## src/hdl/ptm_pkg.sv

```systemverilog
// Package of register map, field layout and types for the period timer
package ptm_pkg;
   localparam int          ADDR_W            = 4;
   localparam logic [3:0]  OFF_COUNT         = 4'h0;
   localparam logic [3:0]  OFF_PERIOD        = 4'h4;
   localparam logic [3:0]  OFF_CONTROL       = 4'h8;
   localparam logic [3:0]  OFF_IRQ           = 4'hc;
   localparam logic [7:0]  COUNT_RESET       = 8'h00;
   localparam logic [7:0]  PERIOD_RESET      = 8'hff;
   localparam logic [6:0]  CONTROL_RESET     = 7'h00;
   localparam int          CTL_PRE_LSB       = 0;
   localparam int          CTL_RUN_BIT       = 2;
   localparam int          CTL_POST_LSB      = 3;
   localparam int          IRQ_FLAG_BIT      = 0;
   localparam int          IRQ_EN_BIT        = 1;
   localparam int          INSTR_DIV         = 4;
   localparam logic [1:0]  INSTR_DIV_LAST    = 2'(INSTR_DIV - 1);
   localparam logic [31:0] UNMAPPED_DATA     = 32'h0000_0000;

   typedef struct packed {
      logic [3:0] post_sel;
      logic       run;
      logic [1:0] pre_sel;
   } ptm_ctl_t;

   typedef struct packed {
      logic        read;
      logic        write;
      logic [3:0]  address;
      logic [31:0] writedata;
   } ptm_req_t;
endpackage : ptm_pkg

```

## src/hdl/ptm_postscaler.sv

```systemverilog
// Postscaler: counts match pulses, fires every post_sel+1 matches
`timescale 1ns/1ps
module ptm_postscaler (
   input  wire logic       clock,
   input  wire logic       rst,
   input  wire logic       clear,
   input  wire logic       match,
   input  wire logic [3:0] post_sel,
   output logic            fire
);
   logic [3:0] post_ff;

   assign fire = match && (post_ff == post_sel);

   always_ff @(posedge clock or posedge rst) begin
      if (rst) begin
         post_ff <= 4'h0;
      end else if (clear) begin
         post_ff <= 4'h0;
      end else if (match) begin
         post_ff <= (post_ff == post_sel) ? 4'h0 : post_ff + 4'h1;
      end
   end
endmodule : ptm_postscaler

```

## src/hdl/ptm_prescaler.sv

```systemverilog
// Prescaler: instruction clock divider and selectable 1/4/16/64 divider
`timescale 1ns/1ps
module ptm_prescaler (
   input  wire logic       clock,
   input  wire logic       rst,
   input  wire logic       clear,
   input  wire logic       advance,
   input  wire logic [1:0] pre_sel,
   output logic            tick
);
   logic [1:0] phase_ff;
   logic [5:0] pre_ff;
   logic       instr_edge;
   logic       pre_done;

   // Fosc/4 instruction clock edge
   assign instr_edge = (phase_ff == ptm_pkg::INSTR_DIV_LAST);

   always_ff @(posedge clock or posedge rst) begin
      if (rst) begin
         phase_ff <= 2'h0;
      end else begin
         phase_ff <= phase_ff + 2'h1;
      end
   end

   always_comb begin
      unique case (pre_sel)
         2'b00: pre_done = 1'b1;
         2'b01: pre_done = (pre_ff[1:0] == 2'h3);
         2'b10: pre_done = (pre_ff[3:0] == 4'hf);
         2'b11: pre_done = (pre_ff == 6'h3f);
      endcase
   end

   assign tick = advance && instr_edge && pre_done;

   always_ff @(posedge clock or posedge rst) begin
      if (rst) begin
         pre_ff <= 6'h00;
      end else if (clear) begin
         pre_ff <= 6'h00;
      end else if (advance && instr_edge) begin
         pre_ff <= pre_done ? 6'h00 : pre_ff + 6'h01;
      end
   end
endmodule : ptm_prescaler

```

## src/hdl/ptm_timer.sv

```systemverilog
// Top of the 8-bit period timer with prescaler, postscaler, Avalon slave
// Operation
// - Timer ticks only from instruction clock, system clock divided by four.
// - Count register increments by one per prescaled tick, from zero.
// - Prescale select 00/01/10/11 divides by 1, 4, 16, 64.
// - Count compared with period each timer cycle; equality gives match.
// - After match count returns to zero next tick; match advances postscaler.
// - Any reset clears count and loads period with all ones.
// - Scalers clear on count write, control write, and every reset.
// - Control write leaves the count value unchanged.
// - Postscaler counts matches and sets latched flag at selected count.
// - Postscale select gives ratio equal to value plus one.
// - Interrupt request raised from flag only while enable bit set.
// - Match pulse is system-clock synchronous and exported to peripherals.
// - During sleep the timer does not count; registers hold.
// - Software reads and writes count and period at any time.
//
// Decided for this implementation: the Avalon-MM slave port and the address map.
`timescale 1ns/1ps
module ptm_timer (
   input  wire logic        clock,
   input  wire logic        rst,
   input  wire logic        sleep,
   input  wire logic [3:0]  avs_address,
   input  wire logic        avs_read,
   input  wire logic        avs_write,
   input  wire logic [31:0] avs_writedata,
   input  wire logic [3:0]  avs_byteenable,
   output logic [31:0]      avs_readdata,
   output logic             avs_waitrequest,
   output logic             period_match_pulse,
   output logic             match_irq_req
);
   ptm_pkg::ptm_req_t  req;
   ptm_pkg::ptm_ctl_t  ctl_ff;
   logic [7:0]         count_ff;
   logic [7:0]         period_ff;
   logic               flag_ff;
   logic               irq_en_ff;
   logic               sleep_s1_ff;
   logic               sleep_s2_ff;
   logic               wait_ff;
   logic [31:0]        rdata_ff;
   logic               match_ff;
   logic               irq_ff;
   logic               access;
   logic               wr_take;
   logic               wr_count;
   logic               wr_period;
   logic               wr_control;
   logic               wr_irq;
   logic               scaler_clear;
   logic               advance;
   logic               tick;
   logic               match;
   logic               fire;
   logic               lane0;
   logic [31:0]        nxt_rdata;

   assign req = '{read: avs_read, write: avs_write,
                  address: avs_address, writedata: avs_writedata};

   // Sleep arrives from the core domain boundary; two stages first
   always_ff @(posedge clock or posedge rst) begin
      if (rst) begin
         sleep_s1_ff <= 1'b0;
         sleep_s2_ff <= 1'b0;
      end else begin
         sleep_s1_ff <= sleep;
         sleep_s2_ff <= sleep_s1_ff;
      end
   end

   // Wait from a flop: high while idle, so every access sees one wait
   assign access  = (req.read || req.write) && wait_ff;
   // Write lands on the edge that ends the wait, not before
   assign wr_take = req.write && !wait_ff;
   assign lane0   = avs_byteenable[0];

   always_ff @(posedge clock or posedge rst) begin
      if (rst) begin
         wait_ff <= 1'b1;
      end else begin
         wait_ff <= !access;
      end
   end

   assign avs_waitrequest = wait_ff;

   assign wr_count   = wr_take && lane0
                       && (req.address == ptm_pkg::OFF_COUNT);
   assign wr_period  = wr_take && lane0
                       && (req.address == ptm_pkg::OFF_PERIOD);
   assign wr_control = wr_take && lane0
                       && (req.address == ptm_pkg::OFF_CONTROL);
   assign wr_irq     = wr_take && lane0
                       && (req.address == ptm_pkg::OFF_IRQ);

   assign scaler_clear = wr_count || wr_control;
   assign advance = ctl_ff.run && !sleep_s2_ff;

   ptm_prescaler u_pre (
      .clock   (clock),
      .rst     (rst),
      .clear   (scaler_clear),
      .advance (advance),
      .pre_sel (ctl_ff.pre_sel),
      .tick    (tick)
   );

   // Compare each timer cycle
   assign match = tick && (count_ff == period_ff);

   ptm_postscaler u_post (
      .clock    (clock),
      .rst      (rst),
      .clear    (scaler_clear),
      .match    (match),
      .post_sel (ctl_ff.post_sel),
      .fire     (fire)
   );

   // Count register; a software write beats a same-cycle tick
   always_ff @(posedge clock or posedge rst) begin
      if (rst) begin
         count_ff <= ptm_pkg::COUNT_RESET;
      end else if (wr_count) begin
         count_ff <= req.writedata[7:0];
      end else if (match) begin
         count_ff <= ptm_pkg::COUNT_RESET;
      end else if (tick) begin
         count_ff <= count_ff + 8'h01;
      end
   end

   always_ff @(posedge clock or posedge rst) begin
      if (rst) begin
         period_ff <= ptm_pkg::PERIOD_RESET;
      end else if (wr_period) begin
         period_ff <= req.writedata[7:0];
      end
   end

   // Control write loads control and clears both scalers; count keeps its value
   always_ff @(posedge clock or posedge rst) begin
      if (rst) begin
         ctl_ff <= ptm_pkg::CONTROL_RESET;
      end else if (wr_control) begin
         ctl_ff <= req.writedata[6:0];
      end
   end

   // Flag: hardware set wins over a same-cycle software clear
   always_ff @(posedge clock or posedge rst) begin
      if (rst) begin
         flag_ff <= 1'b0;
      end else if (fire) begin
         flag_ff <= 1'b1;
      end else if (wr_irq) begin
         flag_ff <= req.writedata[ptm_pkg::IRQ_FLAG_BIT];
      end
   end

   always_ff @(posedge clock or posedge rst) begin
      if (rst) begin
         irq_en_ff <= 1'b0;
      end else if (wr_irq) begin
         irq_en_ff <= req.writedata[ptm_pkg::IRQ_EN_BIT];
      end
   end

   // Registered outputs, one cycle after the cause
   always_ff @(posedge clock or posedge rst) begin
      if (rst) begin
         match_ff <= 1'b0;
         irq_ff   <= 1'b0;
      end else begin
         match_ff <= match;
         irq_ff   <= flag_ff && irq_en_ff;
      end
   end

   assign period_match_pulse = match_ff;
   assign match_irq_req      = irq_ff;

   always_comb begin
      unique case (req.address)
         ptm_pkg::OFF_COUNT:   nxt_rdata = {24'h00_0000, count_ff};
         ptm_pkg::OFF_PERIOD:  nxt_rdata = {24'h00_0000, period_ff};
         ptm_pkg::OFF_CONTROL: nxt_rdata = {25'h000_0000, ctl_ff};
         ptm_pkg::OFF_IRQ:     nxt_rdata = {30'h0000_0000, irq_en_ff,
                                            flag_ff};
         default:              nxt_rdata = ptm_pkg::UNMAPPED_DATA;
      endcase
   end

   always_ff @(posedge clock or posedge rst) begin
      if (rst) begin
         rdata_ff <= 32'h0000_0000;
      end else if (req.read && wait_ff) begin
         rdata_ff <= nxt_rdata;
      end
   end

   assign avs_readdata = rdata_ff;
endmodule : ptm_timer
```

## config.mk

```make
export PLATFORM = sky130hd
export DESIGN_NAME = ptm_timer
export DESIGN_NICKNAME = d
export VERILOG_FILES = /design/src/hdl/ptm_pkg.sv /design/src/hdl/ptm_postscaler.sv /design/src/hdl/ptm_prescaler.sv /design/src/hdl/ptm_timer.sv
export SDC_FILE = /design/constraint.sdc
export NUM_CORES = 1
export LEC_CHECK = 0
export BUFFER_PORTS_ARGS = -buffer_cell sky130_fd_sc_hd__buf_2
export CAP_MARGIN = 20
export CORE_MARGIN = 3
export CORE_UTILIZATION = 31
export DETAILED_ROUTE_END_ITERATION = 6
export GPL_TIMING_DRIVEN = 0
export HOLD_SLACK_MARGIN = 0.03
export PLACE_DENSITY_LB_ADDON = 0.12
export SYNTH_ARGS = -nofsm -noshare
export SYNTH_HDL_FRONTEND = slang
export SYNTH_SLANG_ARGS = --single-unit
```

## constraint.sdc

```tcl
create_clock -name clock -period 2.3 [get_ports clock]
set_clock_uncertainty 0.2 [all_clocks]
set_input_delay 0 -clock clock [delete_from_list [all_inputs] [get_ports clock]]
set_output_delay 0 -clock clock [all_outputs]
set_load 0.02 [all_outputs]
```

==> results by group, run 1 <==
Yosys
  – Yosys reg bits: 50
  – Ys async rst share: 100%
  – Synthesized cell area: approximately 2800 um^2
  – Syn. warnings: 0
  – Distinct cells, synth: between 40 and 50
  – Register area share after synthesis: 45.2%
  – Syn_area_per_cell: 10.3 um^2
  – Main synth FF type: dfrtp_1
  – Syn Inst Count: 271
  – EDFF count, synth: 0

STA
  – RSZ-0062 raised after global routing: true
  – Fin. Hold Viols: 0
  – Fmax: 453 MHz
  – Fin worst setup slack: between 0.09 and 0.1 ns
  – Slew margin rel.: 56.2%
  – Minimum period implied by the final worst setup slack: 2.21 ns
  – Least-Margin Pin Slew: 0.652 ns
  – Slew Limit Fails: 0
  – Final Cycle Share: 95.9%
  – Final Setup Violations: 0

Drt
  – Initial DRT Pass Iterations: 6
  – Antenna-violating nets left: 0
  – # DRC: 0
  – Vias/cell: 4.80
  – Drt first-iter violations: between 150 and 200
  – Vias: 2195
  – Final wirelength: 6930 um
  – DR WL/cell: between 15 and 20 um

Setup path
  – CP peak stage delay: 0.69 ns
  – CP cell instances: nand3b_1 > nor4_4 > dlygate4sd3_1 > a21oi_1
  – Critical Path Source: avs_waitrequest
  – Startpoint types: register
  – WP data required: 2.31 ns
  – Worst setup endpoint: u_post.post_ff[2]
  – Worst R2R End: u_post.post_ff[2]
  – Crit end category: register
  – Cells on worst reg2reg path: 4
  – WS Path Type: register to register
  – CP Data Arrival Time: 2.21 ns
  – Reg-to-reg slack, setup: 0.09 ns
  – Worst path slowest cell: dlygate4sd3_1
  – Worst-path maximum fanout: 8
  – Critical R2R Launch: avs_waitrequest

CTS
  – Num Clock Sinks: 50
  – Clock-pin slew of the registers on the worst-case setup and hold paths: ~0.10 ns
  – Root Driver: clkbuf_8
  – Clk buf depth: 2
  – H-tree levels: 2
  – Num CTS Buffers: 5
  – CTS tree: done
  – Clk Latency, worst-skew pair: around 0.31 ns

Global route
  – First-pass GRT wire length: 11400 um
  – Overall Global Routing Usage: 14.2%
  – GR Overflow Total: 0
  – Largest net degree at the start of global routing: 27
  – Vias in the first global route: 2116
  – Antenna violations before repair: 0

Pwr
  – Combinational Power Share: 28.2%
  – Clk pwr share: 22.3%
  – Sw Ratio: 34.6%
  – Sequential Power Share: 49.5%
  – Peak supply drop: 278 uV
  – Power Internal: between 1500 and 2000 uW
  – Pwr Total: 2370 uW
  – NetSw: roughly 820 uW
  – Leak: 0.00161 uW
  – PD cells: around 680 nW/um^2

Hold path
  – Hold Crit Depth: 4
  – Min-delay worst type: primary input to register

Die
  – Cell row count: 34
  – Total core area: 8720 um^2
  – Die ar.: 10200 um^2
  – Initial core utilization: between 30 and 40%
  – Die width: 101 um
  – Height of the die: roughly 100 um
  – Boundary Pins: 80

Layout
  – Layout Cells excl Fill: 457
  – Share of layout cells above drive strength 1: roughly 31%
  – Layout Nets: 397
  – Area Overhead vs Synth: 25.2%
  – Multi-input gate area: 1440 um^2
  – Reg area: approximately 1300 um^2
  – # diodes: 0
  – FILL cells: 894

Place
  – Pre-CTS WS: -0.0555 ns
  – Final GP Congestion: around 0.78
  – DP HPWL: between 4000 and 5000 um
  – Placed Cells: 431
  – Buffers on Ports: 28

Flow run
  – Max-cap violations: 0

Status
  – Status: completed
## worst min path at each step
stage	to	start	slack, ns
6_report	u_post.post_ff[3]	avs_write	0.04
3_3_place_gp	sleep_s1_ff	sleep	-0.09
3_5_place_dp	u_pre.pre_ff[3]	rst	-0.10
4_1_cts	u_post.post_ff[1]	avs_write	0.04
2_1_floorplan	sleep_s1_ff	sleep	-0.17
5_1_grt	u_post.post_ff[1]	avs_write	0.08
## routing by layer
layer  vias to the layer above  track usage [%]  part of all wire [%]
met3                         6             2.08                   4.1
li1                       1092                -                     -
met4                         0             4.29                   1.3
met1                      1046             21.8                    52
met5                         -                0                     0
met2                        51             20.5                    43
## flip-flops by register name (all words and copies together), names as in the netlist
register / flops
count_ff: 8
avs_readdata: 8
u_pre.pre_ff: 6
sleep_s1_ff: 1
sleep_s2_ff: 1
u_pre.phase_ff: 2
period_ff: 8
ctl_ff: 7
u_post.post_ff: 4
match_irq_req: 1
flag_ff: 1
irq_en_ff: 1
avs_waitrequest: 1
period_match_pulse: 1
## area by class of cell
type / instances / share of cell area [%]
sequential: 50 / 36.1
clock inverter: 3 / 0.608
clock buffer: 5 / 1.97
inverter: 4 / 0.429
buffer: 32 / 6.23
timing repair buffer: 47 / 9.66
multi-input combinational: 208 / 41.1
tap: 108 / 3.86
## power by group through the flow
stage | registers (uW) | clock network [uW] | logic (uW)
finish | 1170 | 530 | 668
CTS | 1170 | 559 | 660
detailed placement | 1190 | 0 | 630
global placement | 1180 | 0 | 626
floorplan | 1160 | 0 | 492
global route | 1200 | 590 | 746
## kinds of logic (layout without fill, tap and decap cells)
| kind of cell | count (synthesis) | in the layout | synth area share [%] |
|---|---|---|---|
| adder cells (fa/ha/maj) | 4 | 4 | 1.79 |
| AND/OR/NAND/NOR | 79 | 79 | 16.5 |
| multiplexers | 26 | 26 | 10.2 |
| XOR/XNOR | 12 | 12 | 3.76 |
| buffers and inverters | 36 | 91 | 8.19 |
| flip-flops | 50 | 50 | 45.2 |
| AO/OA/AOI/OAI | 63 | 63 | 14.3 |
| other | 1 | 24 | 0.134 |
## cell usage after synthesis (all sizes together), types with 2 or more instances
library cell	instances	share of area [%]
clkbuf	6	0.85
dfrtp	41	37
nand4b	4	1.3
inv	4	0.54
a211oi	3	0.81
dfstp	9	8.5
ha	4	1.8
a21oi	22	3.9
or3	3	0.67
mux2i	7	2.5
mux2	19	7.7
o31ai	4	1.1
nor3	2	0.36
nand3	6	1.1
xor2	12	3.8
nor4	5	2.4
a41oi	2	0.63
nand2	19	2.6
and2	5	1.1
or4	4	1.1
a31oi	4	0.90
buf	26	6.8
nor2	15	2.0
and3	6	1.3
a21o	2	0.54
nand3b	2	0.54
nor2b	3	0.67
a22o	2	0.63
a222oi	3	1.1
o21ai	18	3.6
## layout by cell type (no fill, tap or decap), types with 5 or more instances in the layout
cell type and instances:
dlygate4sd3_1 17, dfstp_2 9, buf_2 31, mux2_2 19, and3_1 6, nand3_1 6
mux2i_1 7, and2_1 5, a21oi_1 22, buf_4 26, dfrtp_1 41, o21ai_0 17
xor2_1 11, nand2_1 17, clkbuf_8 5, conb_1 24, nor2_1 15
## through the flow
stage	utilization [%]	area, um^2	hold slack, ns	TNS [ns]
2_1_floorplan	-	2880	-0.169	0
3_3_place_gp	36.2	3160	-0.0894	-0.107
3_5_place_dp	36.4	3180	-0.100	-0.134
4_1_cts	39.5	3450	0.0373	0
5_1_grt	40.1	3500	0.0783	-0.00695
6_report	40.1	3500	0.0374	0
## timing repair
action | 4_1_cts | 5_1_grt
pin swaps | 0 | 1
gates resized for setup | 3 | 11
hold buffers | 17 | 0
endpoints found under the setup margin | 4 | 14
endpoints found under the hold margin | 83 | 0
setup buffers | 0 | 1
## worst max-delay path, delay by kind of cell, from the launching register on
family	cells	cell delay, ns
flip-flops	1	0.39
buffers and inverters	1	0.69
AO/OA/AOI/OAI	1	0.05
AND/OR/NAND/NOR	2	0.76
Note: power is estimated with default switching activity, not from simulation.
==> run 2, diff against run 1 <==
--- a/config.mk
+++ b/config.mk
@@ -12,7 +12,7 @@
 export DETAILED_ROUTE_END_ITERATION = 6
 export GPL_TIMING_DRIVEN = 0
 export HOLD_SLACK_MARGIN = 0.03
-export PLACE_DENSITY_LB_ADDON = 0.12
+export MAX_ROUTING_LAYER = met4
 export SYNTH_ARGS = -nofsm -noshare
 export SYNTH_HDL_FRONTEND = slang
 export SYNTH_SLANG_ARGS = --single-unit
==> results by group, run 2 (synthesized netlist as in run 1, its figures left out) <==
Status
  – Status: completed

Die
  – Cell row count: 34 (unchanged)
  – Boundary Pins: 80 (unchanged)
  – Die width: 101 um (unchanged)
  – Height of the die: 101 um (unchanged)
  – Die ar.: 10200 um^2 (unchanged)
  – Initial core utilization: 32.0% (unchanged)
  – Total core area: 8720 um^2 (unchanged)

Layout
  – Area Overhead vs Synth: 25.5%
  – Leading cell type in the layout, fill and taps excluded: dfrtp_1
  – Layout Nets: 395 (-0.50%)
  – Share of layout cells above drive strength 1: 31.7% (+1.0 points)
  – Reg area: 1260 um^2 (unchanged)
  – Fin area: 3510 um^2 (+0.29%)
  – Most frequent cells in the layout: 41 x dfrtp_1, 30 x buf_2, 26 x buf_4, 24 x conb_1, 21 x a21oi_1
  – Multi-input gate area: 1450 um^2 (+0.52%)
  – # diodes: 0 (unchanged)
  – FILL cells: 877 (-1.9%)

Place
  – Buffers on Ports: 28 (unchanged)
  – DP HPWL: 4730 um (-4.0%)
  – Final GP Congestion: 0.862 (+11%)
  – Pre-CTS WS: -0.0265 ns (+0.0291 ns)
  – Placed inst area: 3180 um^2 (unchanged)

Pwr
  – Peak supply drop: 241 uV (-13%)
  – PD cells: 711 nW/um^2 (+4.8%)
  – Pwr Total: 2490 uW (+5.1%)
  – Leak: 0.00162 uW (+0.36%)

CTS
  – Clk Latency, worst-skew pair: 0.31 ns (about the same)
  – Root Driver: clkbuf_8
  – Num Clock Sinks: 50 (unchanged)
  – CTS tree: done
  – Clock-pin slew of the registers on the worst-case setup and hold paths: 0.10 ns (about the same)
  – H-tree levels: 2 (unchanged)
  – Clk buf depth: 2 (unchanged)
  – Num CTS Buffers: 5 (unchanged)

Global route
  – Overall Global Routing Usage: 13.7% (-0.51 points)
  – Vias in the first global route: 2072 (-2.1%)
  – First-pass GRT wire length: 10700 um (-6.3%)
  – Antenna violations before repair: 0 (unchanged)
  – Largest net degree at the start of global routing: 27 (unchanged)
  – GR Overflow Total: 0 (unchanged)

STA
  – Final Setup Violations: 0 (unchanged)
  – Least-Margin Pin Slew: 0.965 ns (+0.313 ns)
  – Final Cycle Share: 96.5% (+0.59 points)
  – Fin. Hold Viols: 0 (unchanged)
  – Slew Limit Fails: 0 (unchanged)
  – Slew margin rel.: 35.1% (-21 points)
  – Fmax: 451 MHz (-0.61%)
  – Fin worst setup slack: 0.0807 ns (-0.0136 ns)
  – RSZ-0062 raised after global routing: true
  – Minimum period implied by the final worst setup slack: 2.22 ns (+0.0136 ns)
  – Sum of negative setup slack: 0 ns (unchanged)
  – Min Hold Slack: 0.0458 ns (+0.00840 ns)

Flow run
  – Max-cap violations: 0 (unchanged)

Drt
  – Vias: 2207 (+0.55%)
  – Initial DRT Pass Iterations: 4 (-2)
  – # DRC: 0 (unchanged)
  – Drt first-iter violations: 77 (-58%)
  – Antenna-violating nets left: 0 (unchanged)
  – DR WL/cell: 14.1 um (-6.8%)
  – Final wirelength: 6430 um (-7.2%)
  – Vias/cell: 4.85 (+0.99%)

Setup path
  – Crit end category: register
  – Cells on worst reg2reg path: 7 (+3)
  – WS Path Type: register to register
  – Worst-path maximum fanout: 10 (+2)
  – Startpoint types: register
  – WP data required: 2.29 ns (-0.02 ns)
  – CP Data Arrival Time: 2.21 ns (about the same)

Hold path
  – Min-delay worst type: primary input to register
  – Hold Crit Depth: 4 (unchanged)
[run 2: layout make-up]
cell class                      instances  share of cell area, %
Sequential cell                        50                   36.0
Tap cell                              108                   3.85
Clock buffer                            5                   1.96
Multi-Input combinational cell        208                   41.2
Inverter                                4                  0.428
Clock inverter                          3                   1.25
Buffer                                 32                   6.21
Timing Repair Buffer                   45                   9.06
[run 2: per-layer routing]
metal / share of wire, % / up-vias / wire length (um) / GRT usage (%)
li1: - / 1091 / - / -
met1: 46 / 1061 / 2980 / 18.2
met2: 48 / 50 / 3100 / 21.5
met3: 4.4 / 5 / 280 / 2.15
met4: 1.1 / 0 / 72 / 4.29
met5: 0 / - / 0 / -
[run 2: per-stage QoR]
stage | utilization, % | cells
3_5_place_dp | 36.4 | 431
5_1_grt | 40.2 | 455
4_1_cts | 39.5 | 454
6_report | 40.2 | 455
3_3_place_gp | 36.2 | 430
2_1_floorplan | - | 294
[run 2: worst paths after layout]
check	from	end	slack [ns]
setup / recovery	count_ff[4]	count_ff[7]	0.08
hold / removal	avs_byteenable[0]	u_post.post_ff[3]	0.05
setup reg to reg	count_ff[4]	count_ff[7]	0.08
hold reg to reg	sleep_s1_ff	sleep_s2_ff	0.16
max in group asynchronous	rst	period_ff[2]	1.22
min in group asynchronous	rst	avs_readdata[2]	0.08
[run 2: what timing repair did]
item,in CTS,in global routing
pin swaps,0,1
gates resized for setup,2,13
hold endpoints to repair,86,0
hold buffers,15,0
setup endpoints to repair,4,8
setup buffers,0,1
gates cloned,0,0
[run 2: power breakdown]
group / switching [uW] / total [uW] / internal (uW) / leakage (uW)
clock: 312 / 638 / 326 / 0.0000585
combinational: 354 / 676 / 322 / 0.000957
sequential: 159 / 1180 / 1020 / 0.000602
total: 825 / 2490 / 1670 / 0.00162
[run 2: critical path, cell delays in order, from the launching register on]
cell,delay [ns]
dfrtp_1,0.37
clkbuf_2,0.16
xor2_1,0.19
nor4_4,0.41
nand2_2,0.12
buf_4,0.20
a222oi_1,0.32
o31ai_1,0.12
==> run 3, diff against run 2 <==
--- a/config.mk
+++ b/config.mk
@@ -5,11 +5,12 @@
 export SDC_FILE = /design/constraint.sdc
 export NUM_CORES = 1
 export LEC_CHECK = 0
-export BUFFER_PORTS_ARGS = -buffer_cell sky130_fd_sc_hd__buf_2
 export CAP_MARGIN = 20
 export CORE_MARGIN = 3
 export CORE_UTILIZATION = 31
+export CTS_CLUSTER_SIZE = 24
 export DETAILED_ROUTE_END_ITERATION = 6
+export DONT_BUFFER_PORTS = 1
 export GPL_TIMING_DRIVEN = 0
 export HOLD_SLACK_MARGIN = 0.03
 export MAX_ROUTING_LAYER = met4
==> results by group, run 3 (synthesized netlist as in run 1, its figures left out) <==
Drt
  – # DRC: 0 (unchanged)
  – Initial DRT Pass Iterations: 5 (+1)
  – Drt first-iter violations: 133 (+73%)
  – DR WL/cell: 15.2 um (+7.5%)
  – Vias: 2179 (-1.3%)
  – Final wirelength: 6580 um (+2.3%)
  – Antenna-violating nets left: 0 (unchanged)
  – Vias/cell: 5.03 (+3.7%)

Hold path
  – Worst Hold End: avs_readdata[7]
  – Min-delay worst type: primary input to register
  – Worst Hold Launch: avs_address[3]
  – Hold Crit Depth: 2 (-2)

CTS
  – Root Driver: clkbuf_8
  – Num CTS Buffers: 5 (unchanged)
  – Clock-pin slew of the registers on the worst-case setup and hold paths: 0.10 ns (about the same)
  – H-tree levels: 2 (unchanged)
  – Num Clock Sinks: 50 (unchanged)
  – Clk Latency, worst-skew pair: 0.31 ns (about the same)
  – CTS tree: done
  – Clk buf depth: 2 (unchanged)

STA
  – Fin. Hold Viols: 0 (unchanged)
  – Final Setup Violations: 0 (unchanged)
  – RSZ-0062 raised after global routing: true
  – Fmax: 460 MHz (+2.1%)
  – Slew Limit Fails: 0 (unchanged)
  – Slew margin rel.: 47.8% (+13 points)
  – Fin worst setup slack: 0.127 ns (+0.0464 ns)
  – Minimum period implied by the final worst setup slack: 2.17 ns (-0.0464 ns)
  – Least-Margin Pin Slew: 0.776 ns (-0.189 ns)
  – Final Cycle Share: 94.5% (-2.0 points)
  – Sum of negative setup slack: 0 ns (unchanged)

Layout
  – Leading cell type in the layout, fill and taps excluded: dfrtp_1
  – Layout Nets: 373 (-5.6%)
  – # diodes: 0 (unchanged)
  – Most frequent cells in the layout: 41 x dfrtp_1, 26 x buf_4, 24 x conb_1, 22 x a21oi_1, 20 x dlygate4sd3_1
  – Share of layout cells above drive strength 1: 24.3% (-7.4 points)
  – Final Util: 39.1% (-1.1 points)
  – Area Overhead vs Synth: 22.1%

Die
  – Initial core utilization: 32.0% (unchanged)
  – Die ar.: 10200 um^2 (unchanged)
  – Cell row count: 34 (unchanged)
  – Height of the die: 101 um (unchanged)
  – Die width: 101 um (unchanged)
  – Boundary Pins: 80 (unchanged)
  – Total core area: 8720 um^2 (unchanged)

Setup path
  – Worst R2R End: u_pre.pre_ff[0]
  – Critical R2R Launch: avs_waitrequest
  – Cells on worst reg2reg path: 4 (-3)
  – WS Path Type: register to register
  – WP data required: 2.30 ns (about the same)
  – Crit end category: register
  – Startpoint types: register
  – Reg-to-reg slack, setup: 0.13 ns (+0.05 ns)
  – CP Data Arrival Time: 2.18 ns (-0.03 ns)
  – Worst-path maximum fanout: 8 (-2)

Pwr
  – PD cells: 724 nW/um^2 (+1.9%)
  – Pwr Total: 2470 uW (-0.88%)
  – Leak: 0.00152 uW (-6.3%)
  – Peak supply drop: 301 uV (+25%)

Place
  – Pre-CTS WS: -0.0267 ns (-0.000234 ns)
  – Buffers on Ports: 0 (-100%)
  – Final GP Congestion: 0.818 (-5.1%)
  – DP HPWL: 4690 um (-0.84%)

Global route
  – First-pass GRT wire length: 10600 um (-0.32%)
  – Antenna violations before repair: 0 (unchanged)
  – GR Overflow Total: 0 (unchanged)
  – Largest net degree at the start of global routing: 27 (unchanged)
  – Overall Global Routing Usage: 13.7% (about the same)
  – Vias in the first global route: 2042 (-1.4%)

Status
  – Status: completed

Flow run
  – Max-cap violations: 0 (unchanged)
[run 3: layout make-up]
cell class,count,area [um^2]
Inverter,4,15.0
Clock inverter,3,43.8
Buffer,31,216
Multi-Input combinational cell,208,1420
Tap cell,108,135
Fill cell,839,5310
Sequential cell,50,1260
Timing Repair Buffer,24,250
Clock buffer,5,68.8
[run 3: report_power, final]
| part | switching (uW) | leakage [uW] | internal [uW] | total [uW] |
|---|---|---|---|---|
| registers | 175 | 0.000602 | 1020 | 1200 |
| logic | 333 | 0.000855 | 309 | 643 |
| clock network | 308 | 0.0000585 | 326 | 634 |
[run 3: layer usage]
layer / routed length [um] / part of all wire, % / global-route usage, % / vias to the layer above
met2: 3130 / 47 / 21.3 / 53
met1: 3040 / 46 / 18.1 / 1076
met5: 0 / 0 / - / -
li1: - / - / - / 1040
met3: 296 / 4.5 / 2.35 / 10
met4: 119 / 1.8 / 4.60 / 0
[run 3: repair_timing]
action | in CTS | in global routing
pin swaps | 0 | 3
hold buffers | 20 | 0
endpoints found under the hold margin | 90 | 0
gates resized for setup | 2 | 10
setup buffers | 0 | 2
setup endpoints to repair | 2 | 7
[run 3: critical path: stages, from the launching register on]
cell and delay (ns):
dfstp_2 0.44, nand3b_1 0.22, nor4_2 0.61, a211oi_1 0.26, mux2_2 0.33
[run 3: metrics by stage]
| step | area, um^2 | hold WS, ns | cells |
|---|---|---|---|
| finish | 3410 | 0.0389 | 433 |
| global route | 3410 | 0.0374 | 433 |
| CTS | 3350 | 0.0314 | 431 |
| detailed placement | 3040 | -0.236 | 403 |
| global placement | 3020 | -0.168 | 402 |
| floorplan | 2880 | -0.169 | 294 |
[run 3: worst max path at each step]
stage	startpoint	to	slack, ns	cells past startpoint
2_1_floorplan	u_pre.pre_ff[0]	count_ff[4]	0.28	6
6_report	avs_waitrequest	u_pre.pre_ff[0]	0.13	4
4_1_cts	period_ff[1]	count_ff[7]	0.05	6
3_3_place_gp	u_pre.pre_ff[0]	u_post.post_ff[3]	0.006	7
5_1_grt	avs_waitrequest	u_pre.pre_ff[2]	-0.002	5
3_5_place_dp	u_pre.pre_ff[0]	count_ff[7]	-0.03	7
